$ cat src/timer_cfg.svh
// Purpose: named constants of the reload timer with clock output
// Assumes: byte-wide register port, 3-bit register address
// Notes:   definitions only, no logic
`ifndef TIMER_CFG_SVH
`define TIMER_CFG_SVH

// register addresses on the plain register port
`define ADDR_CONTROL     3'h0
`define ADDR_MODE        3'h1
`define ADDR_RELOAD_LOW  3'h2
`define ADDR_RELOAD_HIGH 3'h3
`define ADDR_COUNT_LOW   3'h4
`define ADDR_COUNT_HIGH  3'h5

// reset values
`define CONTROL_RESET    8'h00
`define MODE_RESET       8'h00
`define BYTE_RESET       8'h00
`define READ_ZERO        8'h00

// count limits
`define COUNT_MAX        16'hFFFF
`define COUNT_ONE        16'h0001

// prescaler: last state of divide-by-12 and divide-by-2
`define SLOW_DIV_LAST    4'hB
`define FAST_DIV_LAST    4'h1
`define DIV_ZERO         4'h0
`define DIV_ONE          4'h1

// synchronised pin channels and their positions
`define PIN_CHANNELS     2
`define PIN_COUNT        0
`define PIN_DIR          1

`endif

$ cat src/timer_pkg.sv
// Purpose: types shared by the reload timer files
// Assumes: nothing beyond the constants header
// Notes:   field order matches the register bit order, msb first
package timer_pkg;

  typedef struct packed {
    logic overflow_flag;
    logic external_flag;
    logic receive_clock_select;
    logic transmit_clock_select;
    logic external_enable;
    logic run_bit;
    logic timer_counter_select;
    logic capture_reload_select;
  } control_t;

  typedef struct packed {
    logic [5:0] reserved;
    logic       clock_out_enable;
    logic       down_count_enable;
  } mode_t;

  typedef enum logic [1:0] {
    op_capture,
    op_reload,
    op_updown,
    op_baud
  } op_mode_t;

endpackage
$ cat src/pin_sync.sv
// Purpose: two-flop synchroniser and falling-edge detect per pin
// Assumes: pins are asynchronous to clock
// Notes:   edge detect looks only at the second stage
`timescale 1ns/100ps
`include "timer_cfg.svh"
module pin_sync
  import timer_pkg::*;
(
  input  wire logic                      clock,   // peripheral clock
  input  wire logic                      nrst,    // async reset, low
  input  wire logic                      ce,      // clock enable
  input  wire logic [`PIN_CHANNELS-1:0]  pin_in,  // raw pin levels
  output logic      [`PIN_CHANNELS-1:0]  level,   // synchronised level
  output logic      [`PIN_CHANNELS-1:0]  fall     // one-cycle fall pulse
);

  genvar i;
  generate
    for (i = 0; i < `PIN_CHANNELS; i++) begin : g_pin
      // per-channel flops: one process owns each variable
      logic sync1_r;
      logic sync2_r;
      logic prev_r;
      always_ff @(posedge clock or negedge nrst) begin
        if (!nrst) begin
          sync1_r <= 1'b0;
          sync2_r <= 1'b0;
          prev_r  <= 1'b0;
        end else if (ce) begin
          sync1_r <= pin_in[i];
          sync2_r <= sync1_r;
          prev_r  <= sync2_r;
        end
      end
      assign level[i] = sync2_r;
      assign fall[i]  = prev_r & ~sync2_r;
    end
  endgenerate

endmodule

$ cat src/reload_timer_clock_out.sv
// Purpose: 16-bit reload timer/counter with up/down and clock output
// Assumes: byte register port, read data one cycle after read strobe
// Notes:   one clock domain; pins pass the pin_sync module first
//
// Functional notes
// - count is a high byte register cascaded with a low byte register.
// - select bit clear counts divided clock, set counts count pin edges.
// - count advances only while the run bit is set.
// - capture, auto-reload and baud modes chosen by clock and reload bits.
// - down-count enable clear gives classic up reload, set gives up/down.
// - in up/down, direction pin high counts up, low counts down.
// - passing FFFFh upward overflows, sets overflow flag and requests irq.
// - up overflow loads the reload byte pair into the count bytes, except in capture mode, which wraps to 0000h.
// - down count equal to reload underflows, sets flag, loads FFFFh.
// - up/down external flag toggles each wrap, raises no interrupt.
// - clock-out mode makes a fifty percent duty programmable clock.
// - clock-out steps at half clock, reloading at every overflow except in capture mode, which wraps to 0000h.
// - clock-out overflows raise no interrupt request.
// - output frequency is clock over four times 65536 minus reload.
// - clock-out drives the generated clock onto the count pin.
// - baud generation and clock output share the same reload value.
// - overflow flag sets only with both clock bits clear; software clears.
// - with a clock bit set, capture select is ignored, reload forced.
// - output enable makes the count pin an output, else an input.
`timescale 1ns/100ps
`include "timer_cfg.svh"
module reload_timer_clock_out
  import timer_pkg::*;
(
  input  wire logic       clock,                // peripheral clock, 10 MHz
  input  wire logic       nrst,                 // async reset, active low
  input  wire logic       ce,                   // clock enable, freezes all
  input  wire logic [2:0] reg_addr,             // register address
  input  wire logic [7:0] reg_wdata,            // register write data
  input  wire logic       reg_write,            // write strobe
  input  wire logic       reg_read,             // read strobe
  output logic      [7:0] reg_rdata,            // read data, next cycle
  input  wire logic       count_clock_pin_in,   // count pin level in
  output logic            count_clock_pin_out,  // count pin drive level
  output logic            count_clock_pin_oe,   // count pin drive enable
  input  wire logic       direction_pin,        // direction / external pin
  output logic            timer_irq,            // interrupt request level
  output logic            baud_overflow         // baud clock pulse
);

  control_t  control_r;
  control_t  control_nxt;
  mode_t     mode_r;
  logic [7:0] count_low_byte_r;
  logic [7:0] count_high_byte_r;
  logic [7:0] reload_low_byte_r;
  logic [7:0] reload_high_byte_r;
  logic [7:0] count_low_byte_nxt;
  logic [7:0] count_high_byte_nxt;
  logic [7:0] reload_low_byte_nxt;
  logic [7:0] reload_high_byte_nxt;
  logic [3:0] prescale_r;
  logic [3:0] prescale_nxt;
  logic       clock_out_r;
  logic       baud_overflow_r;
  logic [7:0] reg_rdata_r;

  // pin synchronisation
  logic [`PIN_CHANNELS-1:0] pin_raw;
  logic [`PIN_CHANNELS-1:0] pin_level;
  logic [`PIN_CHANNELS-1:0] pin_fall;

  assign pin_raw[`PIN_COUNT] = count_clock_pin_in;
  assign pin_raw[`PIN_DIR]   = direction_pin;

  pin_sync u_pin_sync (
    .clock  (clock),
    .nrst   (nrst),
    .ce     (ce),
    .pin_in (pin_raw),
    .level  (pin_level),
    .fall   (pin_fall)
  );

  // register decode
  wire wr_control     = reg_write && (reg_addr == `ADDR_CONTROL);
  wire wr_mode        = reg_write && (reg_addr == `ADDR_MODE);
  wire wr_reload_low  = reg_write && (reg_addr == `ADDR_RELOAD_LOW);
  wire wr_reload_high = reg_write && (reg_addr == `ADDR_RELOAD_HIGH);
  wire wr_count_low   = reg_write && (reg_addr == `ADDR_COUNT_LOW);
  wire wr_count_high  = reg_write && (reg_addr == `ADDR_COUNT_HIGH);
  control_t wr_ctrl;
  assign wr_ctrl = control_t'(reg_wdata);

  // mode decode
  wire baud_sel = control_r.receive_clock_select
                | control_r.transmit_clock_select;
  op_mode_t op_mode;
  assign op_mode = baud_sel                         ? op_baud    :
                   control_r.capture_reload_select  ? op_capture :
                   mode_r.down_count_enable         ? op_updown  :
                                                      op_reload;
  // clock-out rides on top of reload or baud, shared reload pair
  wire clock_out_mode = mode_r.clock_out_enable
                      & ~control_r.timer_counter_select;

  // count direction: only up/down mode listens to the pin
  wire count_up = (op_mode != op_updown) | pin_level[`PIN_DIR];

  // prescaler: divide by 12 normally, by 2 for clock-out and baud
  wire fast_rate  = clock_out_mode | baud_sel;
  wire [3:0] div_last = fast_rate ? `FAST_DIV_LAST : `SLOW_DIV_LAST;
  wire prescale_hit = (prescale_r >= div_last);
  assign prescale_nxt = (!control_r.run_bit || prescale_hit) ? `DIV_ZERO
                      : prescale_r + `DIV_ONE;

  // count input select
  wire tick = control_r.timer_counter_select ? pin_fall[`PIN_COUNT]
                                             : prescale_hit;
  wire step = control_r.run_bit & tick;

  wire [15:0] count  = {count_high_byte_r, count_low_byte_r};
  wire [15:0] reload = {reload_high_byte_r, reload_low_byte_r};

  wire overflow  = step & count_up & (count == `COUNT_MAX);
  wire underflow = step & ~count_up & (count == reload);
  wire wrap      = overflow | underflow;

  // external pin event; in up/down the pin is the direction only
  wire ext_event = control_r.external_enable & pin_fall[`PIN_DIR]
                 & (op_mode != op_updown);
  wire ext_reload  = ext_event & (op_mode == op_reload);
  wire ext_capture = ext_event & (op_mode == op_capture);

  // next count: reload on up wrap except in capture, which wraps to 0
  wire reload_on_ovf = overflow & (op_mode != op_capture);
  wire [15:0] count_inc = count + `COUNT_ONE;
  wire [15:0] count_dec = count - `COUNT_ONE;
  logic [15:0] count_hw;
  always_comb begin
    count_hw = count;
    if (underflow) begin
      count_hw = `COUNT_MAX;
    end else if (reload_on_ovf) begin
      count_hw = reload;
    end else if (ext_reload) begin
      count_hw = reload;
    end else if (step) begin
      count_hw = count_up ? count_inc : count_dec;
    end
  end

  // software writes to a count byte win over the hardware step
  assign count_low_byte_nxt  = wr_count_low  ? reg_wdata : count_hw[7:0];
  assign count_high_byte_nxt = wr_count_high ? reg_wdata : count_hw[15:8];

  // capture copies the count into the reload pair
  assign reload_low_byte_nxt  = wr_reload_low  ? reg_wdata
                              : ext_capture    ? count[7:0]
                              : reload_low_byte_r;
  assign reload_high_byte_nxt = wr_reload_high ? reg_wdata
                              : ext_capture    ? count[15:8]
                              : reload_high_byte_r;

  // flags: hardware set wins over a software clear in the same cycle
  wire ovf_set = wrap & ~baud_sel & ~clock_out_mode;
  wire ext_set = ext_event;
  wire ext_tog = wrap & (op_mode == op_updown);
  control_t ctrl_base;
  assign ctrl_base = wr_control ? wr_ctrl : control_r;
  always_comb begin
    control_nxt = ctrl_base;
    control_nxt.overflow_flag = ctrl_base.overflow_flag | ovf_set;
    if (ext_tog) begin
      control_nxt.external_flag = ~ctrl_base.external_flag;
    end else if (ext_set) begin
      control_nxt.external_flag = 1'b1;
    end
  end

  // read mux; reserved mode bits read as zero
  mode_t mode_read;
  assign mode_read = '{reserved: 6'h00,
                       clock_out_enable: mode_r.clock_out_enable,
                       down_count_enable: mode_r.down_count_enable};
  logic [7:0] read_sel;
  always_comb begin
    read_sel = `READ_ZERO;
    unique case (reg_addr)
      `ADDR_CONTROL:     read_sel = control_r;
      `ADDR_MODE:        read_sel = mode_read;
      `ADDR_RELOAD_LOW:  read_sel = reload_low_byte_r;
      `ADDR_RELOAD_HIGH: read_sel = reload_high_byte_r;
      `ADDR_COUNT_LOW:   read_sel = count_low_byte_r;
      `ADDR_COUNT_HIGH:  read_sel = count_high_byte_r;
      default:           read_sel = `READ_ZERO;
    endcase
  end

  // control and mode registers
  always_ff @(posedge clock or negedge nrst) begin
    if (!nrst) begin
      control_r <= control_t'(`CONTROL_RESET);
      mode_r    <= mode_t'(`MODE_RESET);
    end else if (ce) begin
      control_r <= control_nxt;
      if (wr_mode) begin
        mode_r <= mode_t'(reg_wdata);
      end
    end
  end

  // count and reload byte registers
  always_ff @(posedge clock or negedge nrst) begin
    if (!nrst) begin
      count_low_byte_r   <= `BYTE_RESET;
      count_high_byte_r  <= `BYTE_RESET;
      reload_low_byte_r  <= `BYTE_RESET;
      reload_high_byte_r <= `BYTE_RESET;
    end else if (ce) begin
      count_low_byte_r   <= count_low_byte_nxt;
      count_high_byte_r  <= count_high_byte_nxt;
      reload_low_byte_r  <= reload_low_byte_nxt;
      reload_high_byte_r <= reload_high_byte_nxt;
    end
  end

  // prescaler; cleared while stopped so a start is phase-clean
  always_ff @(posedge clock or negedge nrst) begin
    if (!nrst) begin
      prescale_r <= `DIV_ZERO;
    end else if (ce) begin
      prescale_r <= prescale_nxt;
    end
  end

  // clock output: one toggle per overflow, two per period
  always_ff @(posedge clock or negedge nrst) begin
    if (!nrst) begin
      clock_out_r <= 1'b0;
    end else if (ce) begin
      if (clock_out_mode && overflow) begin
        clock_out_r <= ~clock_out_r;
      end
    end
  end

  // baud pulse and read data
  always_ff @(posedge clock or negedge nrst) begin
    if (!nrst) begin
      baud_overflow_r <= 1'b0;
      reg_rdata_r     <= `READ_ZERO;
    end else if (ce) begin
      baud_overflow_r <= overflow & baud_sel;
      reg_rdata_r     <= reg_read ? read_sel : `READ_ZERO;
    end
  end

  assign count_clock_pin_out = clock_out_r;
  assign count_clock_pin_oe  = mode_r.clock_out_enable;
  // external flag requests service only outside up/down
  assign timer_irq = control_r.overflow_flag
                   | (control_r.external_flag
                      & ~mode_r.down_count_enable);
  assign baud_overflow = baud_overflow_r;
  assign reg_rdata     = reg_rdata_r;

endmodule

$ cat config.mk
export PLATFORM = sky130hd
export DESIGN_NAME = reload_timer_clock_out
export DESIGN_NICKNAME = d
export VERILOG_FILES = /design/src/timer_pkg.sv /design/src/pin_sync.sv /design/src/reload_timer_clock_out.sv
export VERILOG_INCLUDE_DIRS = /design/src
export SDC_FILE = /design/constraint.sdc
export NUM_CORES = 1
export LEC_CHECK = 0
export BUFFER_PORTS_ARGS = -buffer_cell sky130_fd_sc_hd__buf_2
export CAP_MARGIN = 20
export CELL_PAD_IN_SITES_DETAIL_PLACEMENT = 1
export CELL_PAD_IN_SITES_GLOBAL_PLACEMENT = 2
export CORE_MARGIN = 2
export CORE_UTILIZATION = 40
export DETAILED_ROUTE_END_ITERATION = 10
export GPL_TIMING_DRIVEN = 0
export HOLD_SLACK_MARGIN = 0.1
export PLACE_DENSITY = 0.89
export REMOVE_ABC_BUFFERS = 1
export SLEW_MARGIN = 20
export SYNTH_ARGS = -nofsm -noshare
export SYNTH_HDL_FRONTEND = slang
export SYNTH_SLANG_ARGS = --single-unit
$ cat constraint.sdc
create_clock -name clock -period 11.8 [get_ports clock]
set_clock_uncertainty 0.15 [all_clocks]
set_input_delay 2.36 -clock clock [delete_from_list [all_inputs] [get_ports clock]]
set_output_delay 2.36 -clock clock [all_outputs]
set_load 0.03 [all_outputs]
==> results.sh, run 1 <==
export IMPL_placement_io_buffers=29
export IMPL_max_cap_check_violation_count=0
export IMPL_syn_avg_cell_area_sq_um=8.57
export IMPL_die_w_um=108
export IMPL_rsz_0062_raised_after_global_routing="false"
export IMPL_critPathCaptureType="register"
export IMPL_layout_min_cycle_time_ns=4.75
export IMPL_antenna_found_initial=0
export IMPL_die_area_sq_um=11800
export IMPL_yosysTopAreaCell="dfrtp_1"
export IMPL_finish_instance_area_sq_um=4770
export IMPL_synthesis_area_sq_um=4360
export IMPL_leading_cell_types_in_the_layout_fill_and_taps_excluded="dfrtp_1, nand2_1, o21ai_0"
export IMPL_drive_above_1_share_pct=14.7
export IMPL_clockBufferDepth=2
export IMPL_ys_seq_elements=62
export IMPL_grt_pass1_vias=4198
export IMPL_synth_enable_flop_cells=0
export IMPL_synth_flop_cell="dfrtp_1"
export IMPL_critical_path_startpoint="reg_addr[2]"
export IMPL_synth_warnings=0
export IMPL_p_total_mw=1.06
export IMPL_grt_first_pass_wirelength_um=23900
export IMPL_clk_insertion_delay_late_ns=0.35
export IMPL_required_time_at_the_endpoint_of_the_critical_path_ns=11.89
export IMPL_finalSetupTns_ns=0
export IMPL_cts_sinks=62
export IMPL_post_synth_fa_ha_maj_area_fraction_pct=1.15
export IMPL_post_synth_and_or_nand_nor_area_fraction_pct=21.3
export IMPL_detail_route_wirelength_um=15200
export IMPL_dp_hpwl_um=10800
export IMPL_synth_area_leaders="dfrtp_1, mux2i_1, xnor2_1"
export IMPL_cp_buffers_inverters=1
export IMPL_final_period_utilization_pct=40.2
export IMPL_reg2reg_setup_slack_ns=7.36
export IMPL_yosys_area_share_xor_xnor_pct=6.22
export IMPL_pin_count=30
export IMPL_slew_limit_headroom_pct=34.6
export IMPL_hold_viol_final=0
export IMPL_worstPathMaxFanout=14
export IMPL_layout_commonest_cell="dfrtp_1"
export IMPL_antenna_cells=0
export IMPL_core_rowCount=38
export IMPL_yosys_mux_area_fraction_pct=13.2
export IMPL_status="complete, no violations"
export IMPL_arrival_ns=4.84
export IMPL_postSynth_asyncResetShare_pct=100
export IMPL_peakVddDrop_v=0.0000779
export IMPL_nets=533
export IMPL_routed_via_count=4065
export IMPL_cellPowerDensity_nw_per_um2=222
export IMPL_grt_overflow=0
export IMPL_globalRouteTotalUtil_pct=27.2
export IMPL_drcViolationCount=0
export IMPL_min_from="count_clock_pin_out$_DFFE_PN0P_"
export IMPL_areaGrowthSynthToFinish_pct=9.40
export IMPL_largest_family_of_logic_cells_by_synthesized_area="simple AND/OR/NAND/NOR gates"
export IMPL_finalSetupViolCount=0
export IMPL_postRouteAntennaNets=0
export IMPL_complex_gate_fraction_of_the_synthesized_area_pct=16.9
export IMPL_initial_core_util_pct=40.6
export IMPL_placed_area_sq_um=4530
export IMPL_gp_congestion=0.892
export IMPL_ctsResizeCount=0
export IMPL_worstHoldPathType="reg2reg"
export IMPL_tritoncts="built"
export IMPL_avgViaCountPerCell=6.20
export IMPL_worstMarginPinSlew_ns=0.980
export IMPL_core_area_sq_um=10700
export IMPL_crit_path_max_incr_delay_ns=0.86
export IMPL_grt_start_max_net_pins=47
export IMPL_detail_route_iter0_violations=309
export IMPL_worstReg2RegStart="mode_r[0]$_DFFE_PN0P_"
export IMPL_crit_type="in2reg"
export IMPL_firstDrtPassIters=5
export IMPL_report_final_slew_viol_count=0
export IMPL_startpoint_type="input port"
export IMPL_postSynthCellCount=509
export IMPL_cts_hold_fix_buffers=0
export IMPL_critical_path_slowest_cell="a21oi_1"
export IMPL_ctsHtreeMaxLevel=3
export IMPL_synthDistinctLibCells=59
export IMPL_max_freq_mhz=211
export IMPL_num_cts_buffers=9
export IMPL_path_delay_family="compound AO/OA/AOI/OAI gates"
export IMPL_die_height_um=108
export IMPL_cts_setup_buffers=0
export IMPL_synth_sequential_area_ratio_pct=35.6
export IMPL_post_drt_wl_per_cell_um=23.2
export IMPL_synth_top_area_share_pct=35.6
export IMPL_root_buffer="clkbuf_8"
export IMPL_filler_cell_count=1286
export IMPL_worstPathCellList="buf_2 > nor3b_1 > nand2_1 > a21oi_1 > nor2_1 > a221oi_1"
export IMPL_leakage_power_figure_nw=2.03
export IMPL_clk_transition_reported_paths_ns=0.08
[layout make-up]
type | instances | area, sq um | area share, %
clock buffer | 11 | 141 | 2.96
multi-input combinational | 395 | 2580 | 54.0
tap | 140 | 175 | 3.67
clock inverter | 5 | 106 | 2.23
inverter | 13 | 48.8 | 1.02
timing repair buffer | 30 | 175 | 3.67
sequential | 62 | 1550 | 32.5
[power breakdown]
group	switching, mW	internal, mW	total, mW
sequential	0.182	0.279	0.462
combinational	0.190	0.169	0.359
clock	0.0950	0.147	0.242
total	0.468	0.594	1.06
[cell usage after synthesis (all sizes together) (3+ instances only)]
cell,instances
a211oi,8
a21oi,22
a221oi,8
a22oi,6
a31oi,3
and2,3
and3,5
buf,9
clkbuf,30
dfrtp,62
ha,4
inv,13
mux2,19
mux2i,36
nand2,52
nand3,13
nand4,8
nor2,48
nor2b,3
nor3,14
nor3b,5
nor4,9
o21ai,51
o22ai,3
o2bb2ai,8
or3,9
or4,6
xnor2,29
[registers in the layout (all words and copies together) (netlist names), 4 cells and up]
| name | flops |
|---|---|
| control_r | 8 |
| count_high_byte_r | 8 |
| count_low_byte_r | 8 |
| prescale_r | 4 |
| reg_rdata | 8 |
| reload_high_byte_r | 8 |
| reload_low_byte_r | 8 |
[final timing paths]
check	endpoint	depth (start not counted)
setup / recovery	count_low_byte_r[5]$_DFFE_PN0P_	6
setup reg to reg	count_high_byte_r[0]$_DFFE_PN0P_	11
hold / removal	count_clock_pin_out$_DFFE_PN0P_	1
min in group asynchronous	reload_high_byte_r[7]$_DFFE_PN0P_	1
max in group asynchronous	u_pin_sync.g_pin[1].sync1_r$_DFFE_PN0P_	2
hold reg to reg	count_clock_pin_out$_DFFE_PN0P_	1
[per-stage QoR]
step | setup slack (ns) | utilization [%] | instances | hold WS, ns
final | 7.05 | 44.4 | 656 | 0.326
after global routing | 6.81 | 44.4 | 656 | 0.360
after floorplan | 7.73 | - | 470 | 0.298
after detailed placement | 6.78 | 42.1 | 640 | 0.316
after global placement | 6.96 | 41.7 | 639 | 0.302
after CTS | 7.12 | 44.4 | 656 | 0.331
[logic make-up (layout without fill, tap and decap cells)]
| kind of cell | after synthesis | in the layout |
|---|---|---|
| mux | 55 | 55 |
| compound gates | 119 | 119 |
| buf+inv | 52 | 59 |
| flops | 62 | 62 |
| simple gates | 186 | 186 |
| xor+xnor | 31 | 31 |
| fa+ha+maj | 4 | 4 |
[routing by layer]
metal  wire length (um)  share of wire [%]  vias to the layer above  global-route usage (%)
li1                   -                  -                     1843                       -
met1               6670                 44                     2047                    36.1
met2               7180                 47                      141                    44.2
met3                944                6.2                       34                    4.28
met4                414                2.7                        0                    10.7
met5                  0                  0                        -                       0
Note: power is estimated with default switching activity, not from simulation.
==> run 2, diff against run 1 <==
--- a/config.mk
+++ b/config.mk
@@ -6,16 +6,17 @@
 export SDC_FILE = /design/constraint.sdc
 export NUM_CORES = 1
 export LEC_CHECK = 0
+export ABC_AREA = 1
 export BUFFER_PORTS_ARGS = -buffer_cell sky130_fd_sc_hd__buf_2
 export CAP_MARGIN = 20
 export CELL_PAD_IN_SITES_DETAIL_PLACEMENT = 1
 export CELL_PAD_IN_SITES_GLOBAL_PLACEMENT = 2
 export CORE_MARGIN = 2
-export CORE_UTILIZATION = 40
+export CORE_UTILIZATION = 31
 export DETAILED_ROUTE_END_ITERATION = 10
 export GPL_TIMING_DRIVEN = 0
 export HOLD_SLACK_MARGIN = 0.1
-export PLACE_DENSITY = 0.89
+export PLACE_DENSITY = 0.81
 export REMOVE_ABC_BUFFERS = 1
 export SLEW_MARGIN = 20
 export SYNTH_ARGS = -nofsm -noshare
==> constraint.sdc (replaced) <==
create_clock -name clock -period 4.13 [get_ports clock]
set_clock_uncertainty 0.15 [all_clocks]
set_input_delay 0.826 -clock clock [delete_from_list [all_inputs] [get_ports clock]]
set_output_delay 0.826 -clock clock [all_outputs]
set_load 0.03 [all_outputs]
==> run 2 against run 1 <==
Via count increased by 19%. Core utilization is 8.5 points lower. Sequential share of layout area is 2.4 points lower. Combinational power grew to 4.1 times the previous value. Die area grew 32%. Largest cell class unchanged. Largest power group is now combinational cells.
==> results.sh, run 2 <==
export IMPL_worstHoldPathType="in2async"
export IMPL_cts_hold_fix_buffers=0
export IMPL_critical_path_startpoint="control_r[5]$_DFFE_PN0P_"
export IMPL_drcViolationCount=0
export IMPL_die_height_um=125
export IMPL_p_total_mw=3.38
export IMPL_synth_top_area_share_pct=34.4
export IMPL_die_area_sq_um=15500
export IMPL_ctsResizeCount=0
export IMPL_max_freq_mhz=302
export IMPL_cellPowerDensity_nw_per_um2=655
export IMPL_grt_pass1_vias=5092
export IMPL_clk_transition_reported_paths_ns=0.06
export IMPL_synthDistinctLibCells=40
export IMPL_globalRouteTotalUtil_pct=23.6
export IMPL_avgViaCountPerCell=5.42
export IMPL_ctsHtreeMaxLevel=3
export IMPL_areaGrowthSynthToFinish_pct=14.2
export IMPL_nets=729
export IMPL_num_cts_buffers=9
export IMPL_crit_type="reg2reg"
export IMPL_rsz_0062_raised_after_global_routing="false"
export IMPL_detail_route_iter0_violations=326
export IMPL_gr_max_usage_layer="met2"
export IMPL_synth_warnings=0
export IMPL_synth_flop_cell="dfrtp_1"
export IMPL_tritoncts="built"
export IMPL_max_cap_check_violation_count=0
export IMPL_hold_viol_final=0
export IMPL_reg2reg_setup_slack_ns=0.82
export IMPL_final_period_utilization_pct=80.2
export IMPL_detail_route_wirelength_um=18000
export IMPL_startpoint_type="register"
export IMPL_drive_above_1_share_pct=9.27
export IMPL_postSynthCellCount=681
export IMPL_leakage_power_figure_nw=2.60
export IMPL_grt_start_max_net_pins=37
export IMPL_clockBufferDepth=2
export IMPL_synth_cells_most_frequent="nand2_1, inv_1, dfrtp_1, nor2_1, o21ai_0"
export IMPL_finalSetupViolCount=0
export IMPL_globalRouteMet1Util_pct=32.4
export IMPL_worst_setup_path_endpoint="count_low_byte_r[2]$_DFFE_PN0P_"
export IMPL_root_buffer="clkbuf_16"
export IMPL_firstDrtPassIters=5
export IMPL_antenna_found_initial=0
export IMPL_placement_io_buffers=29
export IMPL_globalRouteMet2Util_pct=37.3
export IMPL_arrival_ns=3.42
export IMPL_required_time_at_the_endpoint_of_the_critical_path_ns=4.23
export IMPL_layout_commonest_cell="nand2_1"
export IMPL_synthesis_area_sq_um=4520
export IMPL_filler_cell_count=1869
export IMPL_status="complete, no violations"
export IMPL_core_area_sq_um=14400
export IMPL_worstReg2RegStart="control_r[5]$_DFFE_PN0P_"
export IMPL_pin_count=30
export IMPL_postRouteAntennaNets=0
export IMPL_initial_core_util_pct=31.4
export IMPL_report_final_slew_viol_count=0
export IMPL_syn_avg_cell_area_sq_um=6.63
export IMPL_gp_congestion=0.910
export IMPL_postSynth_asyncResetShare_pct=100
export IMPL_core_rowCount=44
export IMPL_finalSetupTns_ns=0
export IMPL_worstMarginPinSlew_ns=0.940
export IMPL_peakVddDrop_v=0.000339
export IMPL_slew_limit_headroom_pct=36.9
export IMPL_dp_hpwl_um=13800
export IMPL_grt_first_pass_wirelength_um=28600
export IMPL_synth_most_common_cell="nand2_1"
export IMPL_fin_util_pct=35.9
export IMPL_grt_overflow=0
export IMPL_worstPathMaxFanout=12
export IMPL_leading_cell_types_in_the_layout_fill_and_taps_excluded="nand2_1, inv_1, dfrtp_1"
export IMPL_global_route_usage_met3_pct=3.69
export IMPL_antenna_cells=0
export IMPL_clk_insertion_delay_late_ns=0.34
export IMPL_synth_enable_flop_cells=0
export IMPL_ys_seq_elements=62
export IMPL_yosysTopAreaCell="dfrtp_1"
export IMPL_r2r_end="count_low_byte_r[2]$_DFFE_PN0P_"
export IMPL_post_drt_wl_per_cell_um=20.1
export IMPL_synth_sequential_area_ratio_pct=34.4
export IMPL_cts_setup_buffers=0
export IMPL_critPathCaptureType="register"
export IMPL_cts_sinks=62
export IMPL_routed_via_count=4856
export IMPL_synth_area_leaders="dfrtp_1, nand2_1, inv_1"
export IMPL_die_w_um=125
export IMPL_ff2ff_path_depth=12
export IMPL_layout_min_cycle_time_ns=3.31
==> run 2: cell count changes after synthesis, moves of 9 or more <==
cell / change
nand2_1: +163
xnor2_1: -26
inv_1: +68
a41oi_1: +9
xor2_1: +15
nand3_1: +26
o22ai_1: +15
o211ai_1: +15
mux2i_1: -36
clkbuf_1: -19
mux2_2: -19
==> run 2: metal layers <==
metal | wire [um] | vias to the layer above | part of all wire, %
met5 | 0 | - | 0
met4 | 558 | 0 | 3.1
met3 | 895 | 31 | 5.0
met2 | 8090 | 122 | 45
met1 | 8470 | 2395 | 47
li1 | - | 2308 | -
==> run 2: kinds of logic (layout without fill, tap and decap cells) <==
| kind of cell | Yosys count | in the layout | share of synthesized area [%] |
|---|---|---|---|
| AO/OA/AOI/OAI | 143 | 143 | 19.1 |
| XOR/XNOR | 20 | 20 | 3.88 |
| adder cells (fa/ha/maj) | 4 | 4 | 1.11 |
| buffers and inverters | 106 | 137 | 9.31 |
| flip-flops | 62 | 62 | 34.4 |
| AND/OR/NAND/NOR | 346 | 346 | 32.3 |
==> run 2: where the power goes <==
part	switching, mW	internal [mW]
logic	1.04	0.447
registers	0.270	0.791
clock network	0.302	0.531
total	1.61	1.77
==> run 2: worst min path at each step <==
stage / startpoint / end / slack, ns / depth (start not counted)
2_1_floorplan: u_pin_sync.g_pin[1].sync1_r$_DFFE_PN0P_ / u_pin_sync.g_pin[1].sync1_r$_DFFE_PN0P_ / 0.29 / 2
3_3_place_gp: reg_rdata[0]$_DFFE_PN0P_ / reg_rdata[0]$_DFFE_PN0P_ / 0.31 / 2
3_5_place_dp: reg_rdata[0]$_DFFE_PN0P_ / reg_rdata[0]$_DFFE_PN0P_ / 0.32 / 2
4_1_cts: nrst / prescale_r[1]$_DFFE_PN0P_ / 0.25 / 1
5_1_grt: nrst / prescale_r[1]$_DFFE_PN0P_ / 0.27 / 1
6_report: nrst / prescale_r[1]$_DFFE_PN0P_ / 0.25 / 1
==> run 2: through the flow <==
stage	setup WS, ns	instance area [sq um]	hold slack [ns]	std cells
2_1_floorplan	1.35	4440	0.292	666
3_3_place_gp	0.606	4810	0.313	879
3_5_place_dp	0.503	4830	0.322	880
4_1_cts	0.848	5150	0.254	896
5_1_grt	0.471	5160	0.275	896
6_report	0.817	5160	0.253	896
==> run 2: final cells by class <==
type / instances / area, sq um / area share [%]
multi-input cells: 513 / 2550 / 49.5
flip-flops and latches: 62 / 1550 / 30.1
inverters: 91 / 342 / 6.62
clock buffers: 11 / 233 / 4.51
well taps: 184 / 230 / 4.46
repair buffers: 30 / 168 / 3.25
clock inverters: 5 / 82.6 / 1.60
==> run 2: critical path, cell delays in order (launching register included) <==
cell,delay [ns]
dfrtp_1,0.43
nor2_4,0.29
nand2_1,0.14
ha_1,0.29
nand2_1,0.07
nand2_1,0.06
a21oi_1,0.16
nand2_1,0.07
nand3_1,0.19
nand2_1,0.14
o21ai_1,0.77
inv_1,0.24
o21ai_0,0.22
